## config.mk

```make
export PLATFORM = sky130hd
export DESIGN_NAME = bip_io_port_bank
export DESIGN_NICKNAME = d
export VERILOG_FILES = /design/src/inc/bip_pkg.sv /design/src/rtl/bip_port_reg.sv /design/src/rtl/bip_serial_map.sv /design/src/rtl/bip_io_port_bank.sv
export VERILOG_INCLUDE_DIRS = /design/src /design/src/inc
export SDC_FILE = /design/constraint.sdc
export NUM_CORES = 1
export LEC_CHECK = 0
export ABC_AREA = 0
export BUFFER_PORTS_ARGS = -buffer_cell sky130_fd_sc_hd__buf_2
export CORE_MARGIN = 2
export CORE_UTILIZATION = 43
export CTS_CLUSTER_SIZE = 10
export DETAILED_ROUTE_END_ITERATION = 8
export PLACE_DENSITY = 0.72
export SLEW_MARGIN = 5
export SYNTH_ARGS = -nofsm -noshare
export SYNTH_HDL_FRONTEND = slang
export SYNTH_SLANG_ARGS = --single-unit
```

## constraint.sdc

```tcl
create_clock -name clk -period 6.7 [get_ports clk]
set_input_delay 2.01 -clock clk [delete_from_list [all_inputs] [get_ports clk]]
set_output_delay 2.01 -clock clk [all_outputs]
set_load 0.005 [all_outputs]
```

## src/inc/bip_params.svh

```systemverilog
// constants of the bidirectional i/o port bank
`ifndef BIP_PARAMS_SVH
`define BIP_PARAMS_SVH

// --------------------------------------------------------------
// register indices, byte address is four times the index
// --------------------------------------------------------------
`define BIP_IDX_DIR0 18'h0_FFE0
`define BIP_IDX_DIR1 18'h0_FFE1
`define BIP_IDX_DIR2 18'h0_FFE2
`define BIP_IDX_DIR3 18'h0_FFE3
`define BIP_IDX_DAT0 18'h0_FFE4
`define BIP_IDX_DAT1 18'h0_FFE5
`define BIP_IDX_DAT2 18'h0_FFE6
`define BIP_IDX_DAT3 18'h0_FFE7
`define BIP_IDX_CTRL 18'h0_FFE8

// --------------------------------------------------------------
// control register fields
// --------------------------------------------------------------
`define BIP_CTRL_SER_EN   0
`define BIP_CTRL_MODE_LO  1
`define BIP_CTRL_MODE_HI  2
`define BIP_CTRL_SER_HIGH 3
`define BIP_CTRL_EXP_BUS  4
`define BIP_CTRL_W        5
`define BIP_CTRL_RST      5'h00

// --------------------------------------------------------------
// widths and reset values
// --------------------------------------------------------------
`define BIP_PORT_W  8
`define BIP_PORT2_W 4
`define BIP_DIR_RST 8'h00
`define BIP_DAT_RST 8'hFF

`endif

```

## src/inc/bip_pkg.sv

```systemverilog
// types of the bidirectional i/o port bank
package bip_pkg;
	// serial interface transfer modes, in control field order
	typedef enum logic [1:0] {
		BIP_SER_ASYNC,
		BIP_SER_SLAVE,
		BIP_SER_MASTER,
		BIP_SER_IRDA
	} bip_ser_mode_t;
	typedef logic [3:0][7:0] bip_bank_t;
endpackage

```

## src/rtl/bip_port_reg.sv

```systemverilog
// direction and data storage of one port
`include "bip_params.svh"
module bip_port_reg
	import bip_pkg::*;
#(
	parameter int W = `BIP_PORT_W
) (
	input  wire logic         clk,
	input  wire logic         sys_rst,
	input  wire logic         wr_dir,
	input  wire logic         wr_dat,
	input  wire logic [W-1:0] wdata,
	output logic      [W-1:0] dir,
	output logic      [W-1:0] dat
);
	logic [W-1:0] next_dir;
	logic [W-1:0] next_dat;

	// plain storage: what a pin does is decided by the bank
	always_comb begin
		next_dir = wr_dir ? wdata : dir;
		next_dat = wr_dat ? wdata : dat;
	end

	// pins start as inputs with data high
	always_ff @(posedge clk or posedge sys_rst) begin
		if (sys_rst) begin
			dir <= W'(`BIP_DIR_RST);
			dat <= W'(`BIP_DAT_RST);
		end else begin
			dir <= next_dir;
			dat <= next_dat;
		end
	end
endmodule // bip_port_reg

```

## src/rtl/bip_serial_map.sv

```systemverilog
// which port-1 pins the serial interface claims
module bip_serial_map
	import bip_pkg::*;
(
	input  wire logic          ser_en,
	input  wire bip_ser_mode_t mode,
	input  wire logic          ser_high,
	output logic               use_high,
	output logic         [7:0] claim
);
	logic [3:0] roles;

	// roles in order: data in, data out, clock, ready
	always_comb begin
		use_high = ser_high;
		case (mode)
			BIP_SER_ASYNC:  roles = 4'b0011;
			BIP_SER_SLAVE:  roles = 4'b1111;
			BIP_SER_MASTER: roles = 4'b0111;
			BIP_SER_IRDA: begin
				roles    = 4'b0011;
				use_high = 1'b1;
			end
			default:        roles = 4'b0000;
		endcase
		if (!ser_en)
			claim = 8'h00;
		else if (use_high)
			claim = {roles, 4'h0};
		else
			claim = {4'h0, roles};
	end
endmodule // bip_serial_map

```

## src/rtl/bip_io_port_bank.sv

```systemverilog
// bidirectional i/o port bank with apb register access
//
// Design decisions made here: the placing of the registers and the APB register port.
`include "bip_params.svh"
module bip_io_port_bank
	import bip_pkg::*;
#(
	parameter logic [27:0] PULLUP_OPT = 28'hFFF_FFFF
) (
	input  wire logic        clk,
	input  wire logic        sys_rst,
	input  wire logic [19:0] paddr,
	input  wire logic        psel,
	input  wire logic        penable,
	input  wire logic        pwrite,
	input  wire logic [31:0] pwdata,
	output logic      [31:0] prdata,
	output logic             pready,
	output logic             pslverr,
	input  wire logic  [7:0] p0_in,
	output logic       [7:0] p0_out,
	output logic       [7:0] p0_oe,
	output logic       [7:0] p0_pullup,
	input  wire logic  [7:0] p1_in,
	output logic       [7:0] p1_out,
	output logic       [7:0] p1_oe,
	output logic       [7:0] p1_pullup,
	input  wire logic  [3:0] p2_in,
	output logic       [3:0] p2_out,
	output logic       [3:0] p2_oe,
	output logic       [3:0] p2_pullup,
	input  wire logic  [7:0] p3_in,
	output logic       [7:0] p3_out,
	output logic       [7:0] p3_oe,
	output logic       [7:0] p3_pullup,
	input  wire logic  [7:0] bus_data_out,
	input  wire logic        bus_data_oe,
	output logic       [7:0] bus_data_in,
	input  wire logic        serial_data_out,
	input  wire logic        serial_clk_out,
	input  wire logic        serial_ready_out,
	input  wire logic        infrared_out,
	output logic             serial_data_in,
	output logic             serial_clk_in,
	output logic             infrared_in
);
	// --------------------------------------------------------------
	// declarations
	// --------------------------------------------------------------
	bip_bank_t pin_in;
	bip_bank_t dir;
	bip_bank_t dat;
	bip_bank_t next_oe;
	bip_bank_t next_out;
	logic [3:0] wr_dir;
	logic [3:0] wr_dat;
	logic [`BIP_CTRL_W-1:0] ctrl;
	logic [`BIP_CTRL_W-1:0] next_ctrl;
	logic [7:0]  claim;
	logic        use_high;
	logic        ser_en;
	logic        exp_bus;
	bip_ser_mode_t mode;
	logic        acc_done;
	logic        next_pready;
	logic        next_pslverr;
	logic [31:0] next_prdata;
	logic [27:0] next_pullup;
	logic        next_sin;
	logic        next_sclk;
	logic        next_iri;

	// true when the word address hits the given register index
	function automatic logic hit(input logic [19:0] a,
		input logic [17:0] idx);
		return a[19:2] == idx;
	endfunction

	// read value of one port: live pin in input mode unless a sub-function owns it, else storage
	function automatic logic [7:0] rd_port(input logic [7:0] d,
		input logic [7:0] v, input logic [7:0] p,
		input logic [7:0] own);
		return ((d | own) & v) | (~(d | own) & p);
	endfunction

	assign pin_in   = {p3_in, 4'h0, p2_in, p1_in, p0_in};
	assign ser_en   = ctrl[`BIP_CTRL_SER_EN];
	assign exp_bus  = ctrl[`BIP_CTRL_EXP_BUS];
	assign mode     = bip_ser_mode_t'(
		ctrl[`BIP_CTRL_MODE_HI:`BIP_CTRL_MODE_LO]);
	assign acc_done = psel & penable & pready;

	// --------------------------------------------------------------
	// register storage per port
	// --------------------------------------------------------------
	// writes take effect only on the completing access edge
	always_comb begin
		wr_dir[0] = acc_done & pwrite & hit(paddr, `BIP_IDX_DIR0);
		wr_dir[1] = acc_done & pwrite & hit(paddr, `BIP_IDX_DIR1);
		wr_dir[2] = acc_done & pwrite & hit(paddr, `BIP_IDX_DIR2);
		wr_dir[3] = acc_done & pwrite & hit(paddr, `BIP_IDX_DIR3);
		wr_dat[0] = acc_done & pwrite & hit(paddr, `BIP_IDX_DAT0);
		wr_dat[1] = acc_done & pwrite & hit(paddr, `BIP_IDX_DAT1);
		wr_dat[2] = acc_done & pwrite & hit(paddr, `BIP_IDX_DAT2);
		wr_dat[3] = acc_done & pwrite & hit(paddr, `BIP_IDX_DAT3);
	end

	// port 2 is narrow, its upper bits read as zero
	generate
		for (genvar g = 0; g < 4; g++) begin : g_port
			localparam int W = (g == 2) ? `BIP_PORT2_W : `BIP_PORT_W;
			bip_port_reg #(.W(W)) u_reg (
				.clk     (clk),
				.sys_rst (sys_rst),
				.wr_dir  (wr_dir[g]),
				.wr_dat  (wr_dat[g]),
				.wdata   (pwdata[W-1:0]),
				.dir     (dir[g][W-1:0]),
				.dat     (dat[g][W-1:0])
			);
			if (W < 8) begin : g_pad
				assign dir[g][7:W] = '0;
				assign dat[g][7:W] = '0;
			end
		end
	endgenerate

	// serial mode decode
	bip_serial_map u_map (
		.ser_en   (ser_en),
		.mode     (mode),
		.ser_high (ctrl[`BIP_CTRL_SER_HIGH]),
		.use_high (use_high),
		.claim    (claim)
	);

	// --------------------------------------------------------------
	// control register: serial enable, mode, group, bus mode
	// --------------------------------------------------------------
	always_comb begin
		next_ctrl = ctrl;
		if (acc_done & pwrite & hit(paddr, `BIP_IDX_CTRL))
			next_ctrl = pwdata[`BIP_CTRL_W-1:0];
	end

	always_ff @(posedge clk or posedge sys_rst) begin
		if (sys_rst)
			ctrl <= `BIP_CTRL_RST;
		else
			ctrl <= next_ctrl;
	end

	// --------------------------------------------------------------
	// pin drivers
	// --------------------------------------------------------------
	// gpio by default, then sub-functions take their pins over
	always_comb begin
		next_oe  = dir;
		next_out = dat;
		if (exp_bus) begin
			next_oe[0]  = {8{bus_data_oe}};
			next_out[0] = bus_data_out;
		end
		for (int k = 0; k < 8; k++) begin
			if (claim[k]) begin
				case (k % 4)
					0: begin
						next_oe[1][k]  = 1'b0;
						next_out[1][k] = 1'b0;
					end
					1: begin
						next_oe[1][k]  = 1'b1;
						next_out[1][k] = (mode == BIP_SER_IRDA) ?
							infrared_out : serial_data_out;
					end
					2: begin
						// master makes the clock, slave takes it
						next_oe[1][k]  = (mode == BIP_SER_MASTER);
						next_out[1][k] = serial_clk_out;
					end
					default: begin
						next_oe[1][k]  = 1'b1;
						next_out[1][k] = serial_ready_out;
					end
				endcase
			end
		end
		next_oe[2][7:4]  = 4'h0;
		next_out[2][7:4] = 4'h0;
		// pull-up only where fitted and the pin is not driven
		next_pullup = PULLUP_OPT & ~{next_oe[3], next_oe[2][3:0],
			next_oe[1], next_oe[0]};
	end

	// registered so every pin output comes straight from a flop
	always_ff @(posedge clk or posedge sys_rst) begin
		if (sys_rst) begin
			p0_oe     <= 8'h00;
			p1_oe     <= 8'h00;
			p2_oe     <= 4'h0;
			p3_oe     <= 8'h00;
			p0_out    <= 8'hFF;
			p1_out    <= 8'hFF;
			p2_out    <= 4'hF;
			p3_out    <= 8'hFF;
			p0_pullup <= 8'h00;
			p1_pullup <= 8'h00;
			p2_pullup <= 4'h0;
			p3_pullup <= 8'h00;
		end else begin
			p0_oe     <= next_oe[0];
			p1_oe     <= next_oe[1];
			p2_oe     <= next_oe[2][3:0];
			p3_oe     <= next_oe[3];
			p0_out    <= next_out[0];
			p1_out    <= next_out[1];
			p2_out    <= next_out[2][3:0];
			p3_out    <= next_out[3];
			p0_pullup <= next_pullup[7:0];
			p1_pullup <= next_pullup[15:8];
			p2_pullup <= next_pullup[19:16];
			p3_pullup <= next_pullup[27:20];
		end
	end

	// --------------------------------------------------------------
	// sub-function inputs
	// --------------------------------------------------------------
	always_comb begin
		next_sin  = use_high ? p1_in[4] : p1_in[0];
		next_sclk = use_high ? p1_in[6] : p1_in[2];
		next_iri  = p1_in[4];
	end

	always_ff @(posedge clk or posedge sys_rst) begin
		if (sys_rst) begin
			bus_data_in    <= 8'h00;
			serial_data_in <= 1'b1;
			serial_clk_in  <= 1'b1;
			infrared_in    <= 1'b1;
		end else begin
			bus_data_in    <= p0_in;
			serial_data_in <= next_sin;
			serial_clk_in  <= next_sclk;
			infrared_in    <= next_iri;
		end
	end

	// --------------------------------------------------------------
	// apb slave: one wait state, read data sampled with it
	// --------------------------------------------------------------
	always_comb begin
		next_pready  = psel & penable & ~pready;
		next_prdata  = prdata;
		next_pslverr = pslverr;
		if (next_pready) begin
			next_prdata  = 32'h0000_0000;
			next_pslverr = 1'b0;
			if (hit(paddr, `BIP_IDX_DIR0))
				next_prdata[7:0] = dir[0];
			else if (hit(paddr, `BIP_IDX_DIR1))
				next_prdata[7:0] = dir[1];
			else if (hit(paddr, `BIP_IDX_DIR2))
				next_prdata[7:0] = dir[2];
			else if (hit(paddr, `BIP_IDX_DIR3))
				next_prdata[7:0] = dir[3];
			else if (hit(paddr, `BIP_IDX_DAT0))
				next_prdata[7:0] = rd_port(dir[0], dat[0], pin_in[0],
					{8{exp_bus}});
			else if (hit(paddr, `BIP_IDX_DAT1))
				next_prdata[7:0] = rd_port(dir[1], dat[1], pin_in[1],
					claim);
			else if (hit(paddr, `BIP_IDX_DAT2))
				next_prdata[7:0] = rd_port(dir[2], dat[2], pin_in[2],
					8'h00);
			else if (hit(paddr, `BIP_IDX_DAT3))
				next_prdata[7:0] = rd_port(dir[3], dat[3], pin_in[3],
					8'h00);
			else if (hit(paddr, `BIP_IDX_CTRL))
				next_prdata[`BIP_CTRL_W-1:0] = ctrl;
			else
				next_pslverr = 1'b1;
		end
	end

	always_ff @(posedge clk or posedge sys_rst) begin
		if (sys_rst) begin
			pready  <= 1'b0;
			pslverr <= 1'b0;
			prdata  <= 32'h0000_0000;
		end else begin
			pready  <= next_pready;
			pslverr <= next_pslverr;
			prdata  <= next_prdata;
		end
	end
endmodule // bip_io_port_bank

```

Word-level counts from Yosys, hierarchy flattened
Cells that the tools add are included.
Word-level totals
  register bits after elaboration: 166
  word-level logic and storage cells: 119
Operators by class
  eq/ne operators: 12
  mux-type cells: 44
  bitwise logic cells: 33
  reduce and logical (&&, ||, !) cells: 2
Operator list (count)
  $eq 18x16->1 const B: 9
  $mux 8: 11
  $and 8x8->8: 6
  $or 8x8->8: 5
  $mux 1: 29
  $not 28->28: 1
  $not 8->8: 3
  $and 1x1->1: 13
  $pmux 4 s3: 1
  $mux 5: 2
  $and 8x4->8: 1
  $not 4->8: 1
  $or 4x8->8: 1
  $and 4x4->4: 1
  $eq 2x2->1 const B: 2
  $mux 3: 1
  $eq 2x1->1 const B: 1
  $logic_not 2->1: 1
  $reduce_or 2->1: 1
  $not 1->1: 1

Longest topological paths before layout
  word-level depth: 15
  mapped depth: 8
  gate-level depth less buffers: 7

Modules after synthesis
Synthesis repeated with hierarchy kept, for this count alone.
Second synthesis, totals
  cells, all modules: 539
  area total of the unflattened synthesis: 7106.8 µm²
Modules (own cells, without submodules)
  bip_io_port_bank: times used 1, cells each 402, area each 4678.2 µm², seq. area each 2791.4 µm²
  bip_port_reg at g_port[0].u_reg ...: times used 3, cells each 35, area each 676.9 µm², seq. area each 410.4 µm²
  bip_port_reg at g_port[2].u_reg: times used 1, cells each 17, area each 299.0 µm², seq. area each 205.2 µm²
  bip_serial_map: times used 1, cells each 15, area each 98.8 µm², seq. area each 0.0 µm²

Worst setup path after synthesis
No wires, ideal clock.
  kind: input to register
  start point: input port paddr[18]
  end point: register g_port[0].u_reg.dir[0]
  data arrival time: 3.495 ns
  slack: 3.080 ns
  stages: 5
  path through: nand4bb_4 > nor4_4 > nand2_4 > nor3_4 > mux2_2
Between the ends
  cells in the longest elaborated chain, start to end: 2
RTL lines
  start: declaration: line bip_io_port_bank.sv:12  | input wire logic [19:0] paddr,
  $eq 18x16->1: line bip_io_port_bank.sv:76  | return a[19:2] == idx;
  $and 1x1->1: line bip_io_port_bank.sv:98  | wr_dir[0] = acc_done & pwrite & hit(paddr, `BIP_IDX_DIR0);
  end signal: assignment: line bip_port_reg.sv:28  | dir <= W'(`BIP_DIR_RST);
  end signal: assignment: line bip_port_reg.sv:31  | dir <= next_dir;
  end: declaration: line bip_port_reg.sv:13  | output logic [W-1:0] dir,
No other way between the ends.
A chain may end at the register's enable or synchronous reset.

Final worst setup path
  start point: input port paddr[18]
  end point: register g_port[1].u_reg.dir[4]
Between the ends
  cells in the longest elaborated chain, start to end: 2
RTL lines
  $eq 18x16->1: line bip_io_port_bank.sv:76
  $and 1x1->1: line bip_io_port_bank.sv:99  | wr_dir[1] = acc_done & pwrite & hit(paddr, `BIP_IDX_DIR1);
  end signal: assignment: line bip_port_reg.sv:28
  end signal: assignment: line bip_port_reg.sv:31
  end: declaration: line bip_port_reg.sv:13
No other way between the ends.

==> flow_summary.ini <==
[setup_path]
r2r_slack_ns = 4.33
slowest_delay_ns = 0.77
r2r_end = prdata[1]
crit_chain = buf_2 -> nand4bb_4 -> nor4_4 -> nand2_4 -> nor2_2 -> mux2_2
crit_type = in -> reg
worstReg2RegStart = ctrl[1]
critPathCapture = g_port[1].u_reg.dir[4]
critPathCaptureType = flip-flop
worstPathArrival_ns = 4.21
cp.required_ns = 7.00
cp-startpoint = paddr[18]
worst_path_max_delay_cell = nor4_4
crit_fanout = 10
start_kind = input port
ff2ff_path_depth = 6

[grt]
grt_usage_pct = 22.12
grt_pass1_wl_um = 27860
antenna_found_initial = 0
grt_pass1_vias = 4960
grtUsageMet3_pct = 5.130
use_met2_pct = 36.40
groute.layer.met1.usage_pct = 28.88
grt_max_degree = 120
overflow = 0
grt.busiest_layer = met2

[synth]
synth_top_area_share_pct = 38.67
ys_types = 58
syn_avg_cell_area_um2 = 13.16
synth.cell_area_um2 = 6924
synth_ff_type = dfrtp_1
netlist.top_cell.by_area = dfrtp_1
synth_seq_cells = 166
synth-edff-count = 0
synthArstFlopShare_pct = 100.0
synthCells = 526
ys_warn_count = 0
synthTopCellsByArea = dfrtp_1, dfstp_2, mux2_2
yosysSeqAreaShare_pct = 61.06

[placement]
dpl.cell_count = 903
dpl.hpwl_um = 13670
place_ws_ns = 2.378
port_buffers = 176
gp_congestion = 0.8735
placed_area_um2 = 7931

[timing]
fin_worst_skew_ns = 0.009189
fin_crit_ns = 3.906
drv_slew = 0
final-setup-viol-count = 0
fmax_mhz = 256.0
holdWs_ns = 0.3669
hold_violations = 0
finalCritPeriodShare_pct = 58.30
slew_headroom_pct = 31.75
tightest_slew_ns = 1.024
rsz0062_at_grt = false
fin_ws_ns = 2.794
fin_tns_setup_ns = 0

[finish]
area_delta_synth_final_pct = 23.91
fillers = 1364
post_route_cells_drive_above_1_share_pct = 50.49
antenna_cells = 0
instances_no_fill = 935
fin_nets = 807
utilization_pct = 54.21
fin_area_um2 = 8579
final_cell_mix = buf_2, dfrtp_1, mux2_2
layout.cells.most_common = buf_2

[floorplanning]
fp.dieH_um = 130.9
dieWidth_um = 130.9
dieArea_um2 = 17130
coreArea_um2 = 15830
rows = 46
start_util_pct = 43.75
io_pins = 227

[detailed_routing]
via_per_inst = 5.076
wl_um = 18420
wl_per_cell_um = 19.70
detailedRoute.firstPassIterationCount = 4
dr.first_iter.drc_count = 234
num_vias = 4746
remaining_drc_errors = 0
ant_nets = 0

[clock_network]
clk_path_buf_depth = 2
cts_root_buf = clkbuf_16
cts_hold_buf = 0
cts_tree = done
cts.clk_slew.worst_paths_ns = 0.06
htreeDepth = 4
cts_sinks = 166
worstSkewPairLatency_ns = 0.42
cts_setup_buffers = 0
cts_buffers = 17
ctsResizeCount = 0

[pwr]
power_leakage_nw = 4.041
total_power_mw = 2.204
vdd_ir_drop_max_mv = 0.1742
power_density_nw_per_um2 = 256.9

[flow_run]
drv_cap = 0

[outcome]
status = completed

[hold_path]
min_path_type = reg -> reg
## metal layers
metal,up-vias,routed length (um)
li1,2165,-
met1,2391,7868
met2,169,9098
met3,21,1126
met4,0,330
met5,-,0
## registers in the layout (all words and copies together) (netlist names), 8 cells and up
| name | count |
|---|---|
| bus_data_in | 8 |
| p1_oe | 8 |
| g_port.u_reg.dat | 28 |
| prdata | 8 |
| p3_pullup | 8 |
| p0_out | 8 |
| p3_oe | 8 |
| g_port.u_reg.dir | 28 |
| p0_pullup | 8 |
| p1_pullup | 8 |
| p1_out | 8 |
| p3_out | 8 |
| p0_oe | 8 |
## worst min-delay path by stage
| stage | from | to | slack (ns) | cells after the start |
|---|---|---|---|---|
| 2_1_floorplan | g_port[2].u_reg.dat[3] | p2_out[3] | 0.36 | 0 |
| 3_3_place_gp | g_port[3].u_reg.dat[4] | p3_out[4] | 0.36 | 0 |
| 3_5_place_dp | g_port[3].u_reg.dat[4] | p3_out[4] | 0.36 | 0 |
| 4_1_cts | g_port[2].u_reg.dat[0] | p2_out[0] | 0.37 | 0 |
| 5_1_grt | g_port[3].u_reg.dat[4] | p3_out[4] | 0.37 | 0 |
| 6_report | g_port[2].u_reg.dat[0] | p2_out[0] | 0.37 | 0 |
## report_power, final
group	switching, mW	total [mW]	internal, mW
registers	0.00577	1.03	1.02
clock network	0.389	1.06	0.674
logic	0.0751	0.116	0.0405
total	0.470	2.20	1.73
## cell families (layout without fill, tap and decap cells)
group / count (synthesis) / after routing / synth area share (%)
adders and majority gates: 3 / 3 / 0.5422
DFF: 166 / 166 / 61.06
and+or+nand+nor: 102 / 102 / 8.475
buffers and inverters: 73 / 243 / 5.403
muxes: 109 / 109 / 17.47
AOI/OAI and AO/OA: 72 / 72 / 6.993
other: 1 / 24 / 0.05416
## final cells by class
class	instances	area, um2	area share [%]
Clock buffer	21	450.4	5.250
Clock inverter	11	197.7	2.304
Inverter	33	128.9	1.502
Multi-Input combinational cell	310	2409	28.07
Sequential cell	166	4228	49.28
Tap cell	216	270.3	3.150
Timing Repair Buffer	178	895.9	10.44
## synthesized netlist by cell type, types with 2 or more instances
library cell / instances
dfrtp_1: 107
mux2_2: 85
dfstp_2: 59
inv_1: 32
nor2_1: 31
nand2_1: 27
buf_4: 24
mux2i_1: 23
a21oi_1: 18
o21ai_0: 10
buf_2: 8
clkbuf_1: 7
a221oi_1: 6
nor3_1: 5
o22ai_1: 5
a31oi_1: 4
and2_1: 4
and3_1: 4
o21a_1: 4
o31ai_1: 4
a2111oi_0: 3
a22oi_1: 3
ha_1: 3
nand2b_1: 3
nand4b_1: 3
nor2b_1: 3
a22o_1: 2
a2bb2oi_1: 2
nand3b_1: 2
nand4_1: 2
nand4bb_1: 2
nor2_2: 2
nor2_4: 2
nor4b_1: 2
o211ai_1: 2
## critical path, delay by kind of cell
family	cells	cell delay (ns)
buffers and inverters	1	0.12
multiplexers	1	0.41
AND/OR/NAND/NOR	4	1.66
Power figures use the tool's default switching activity.
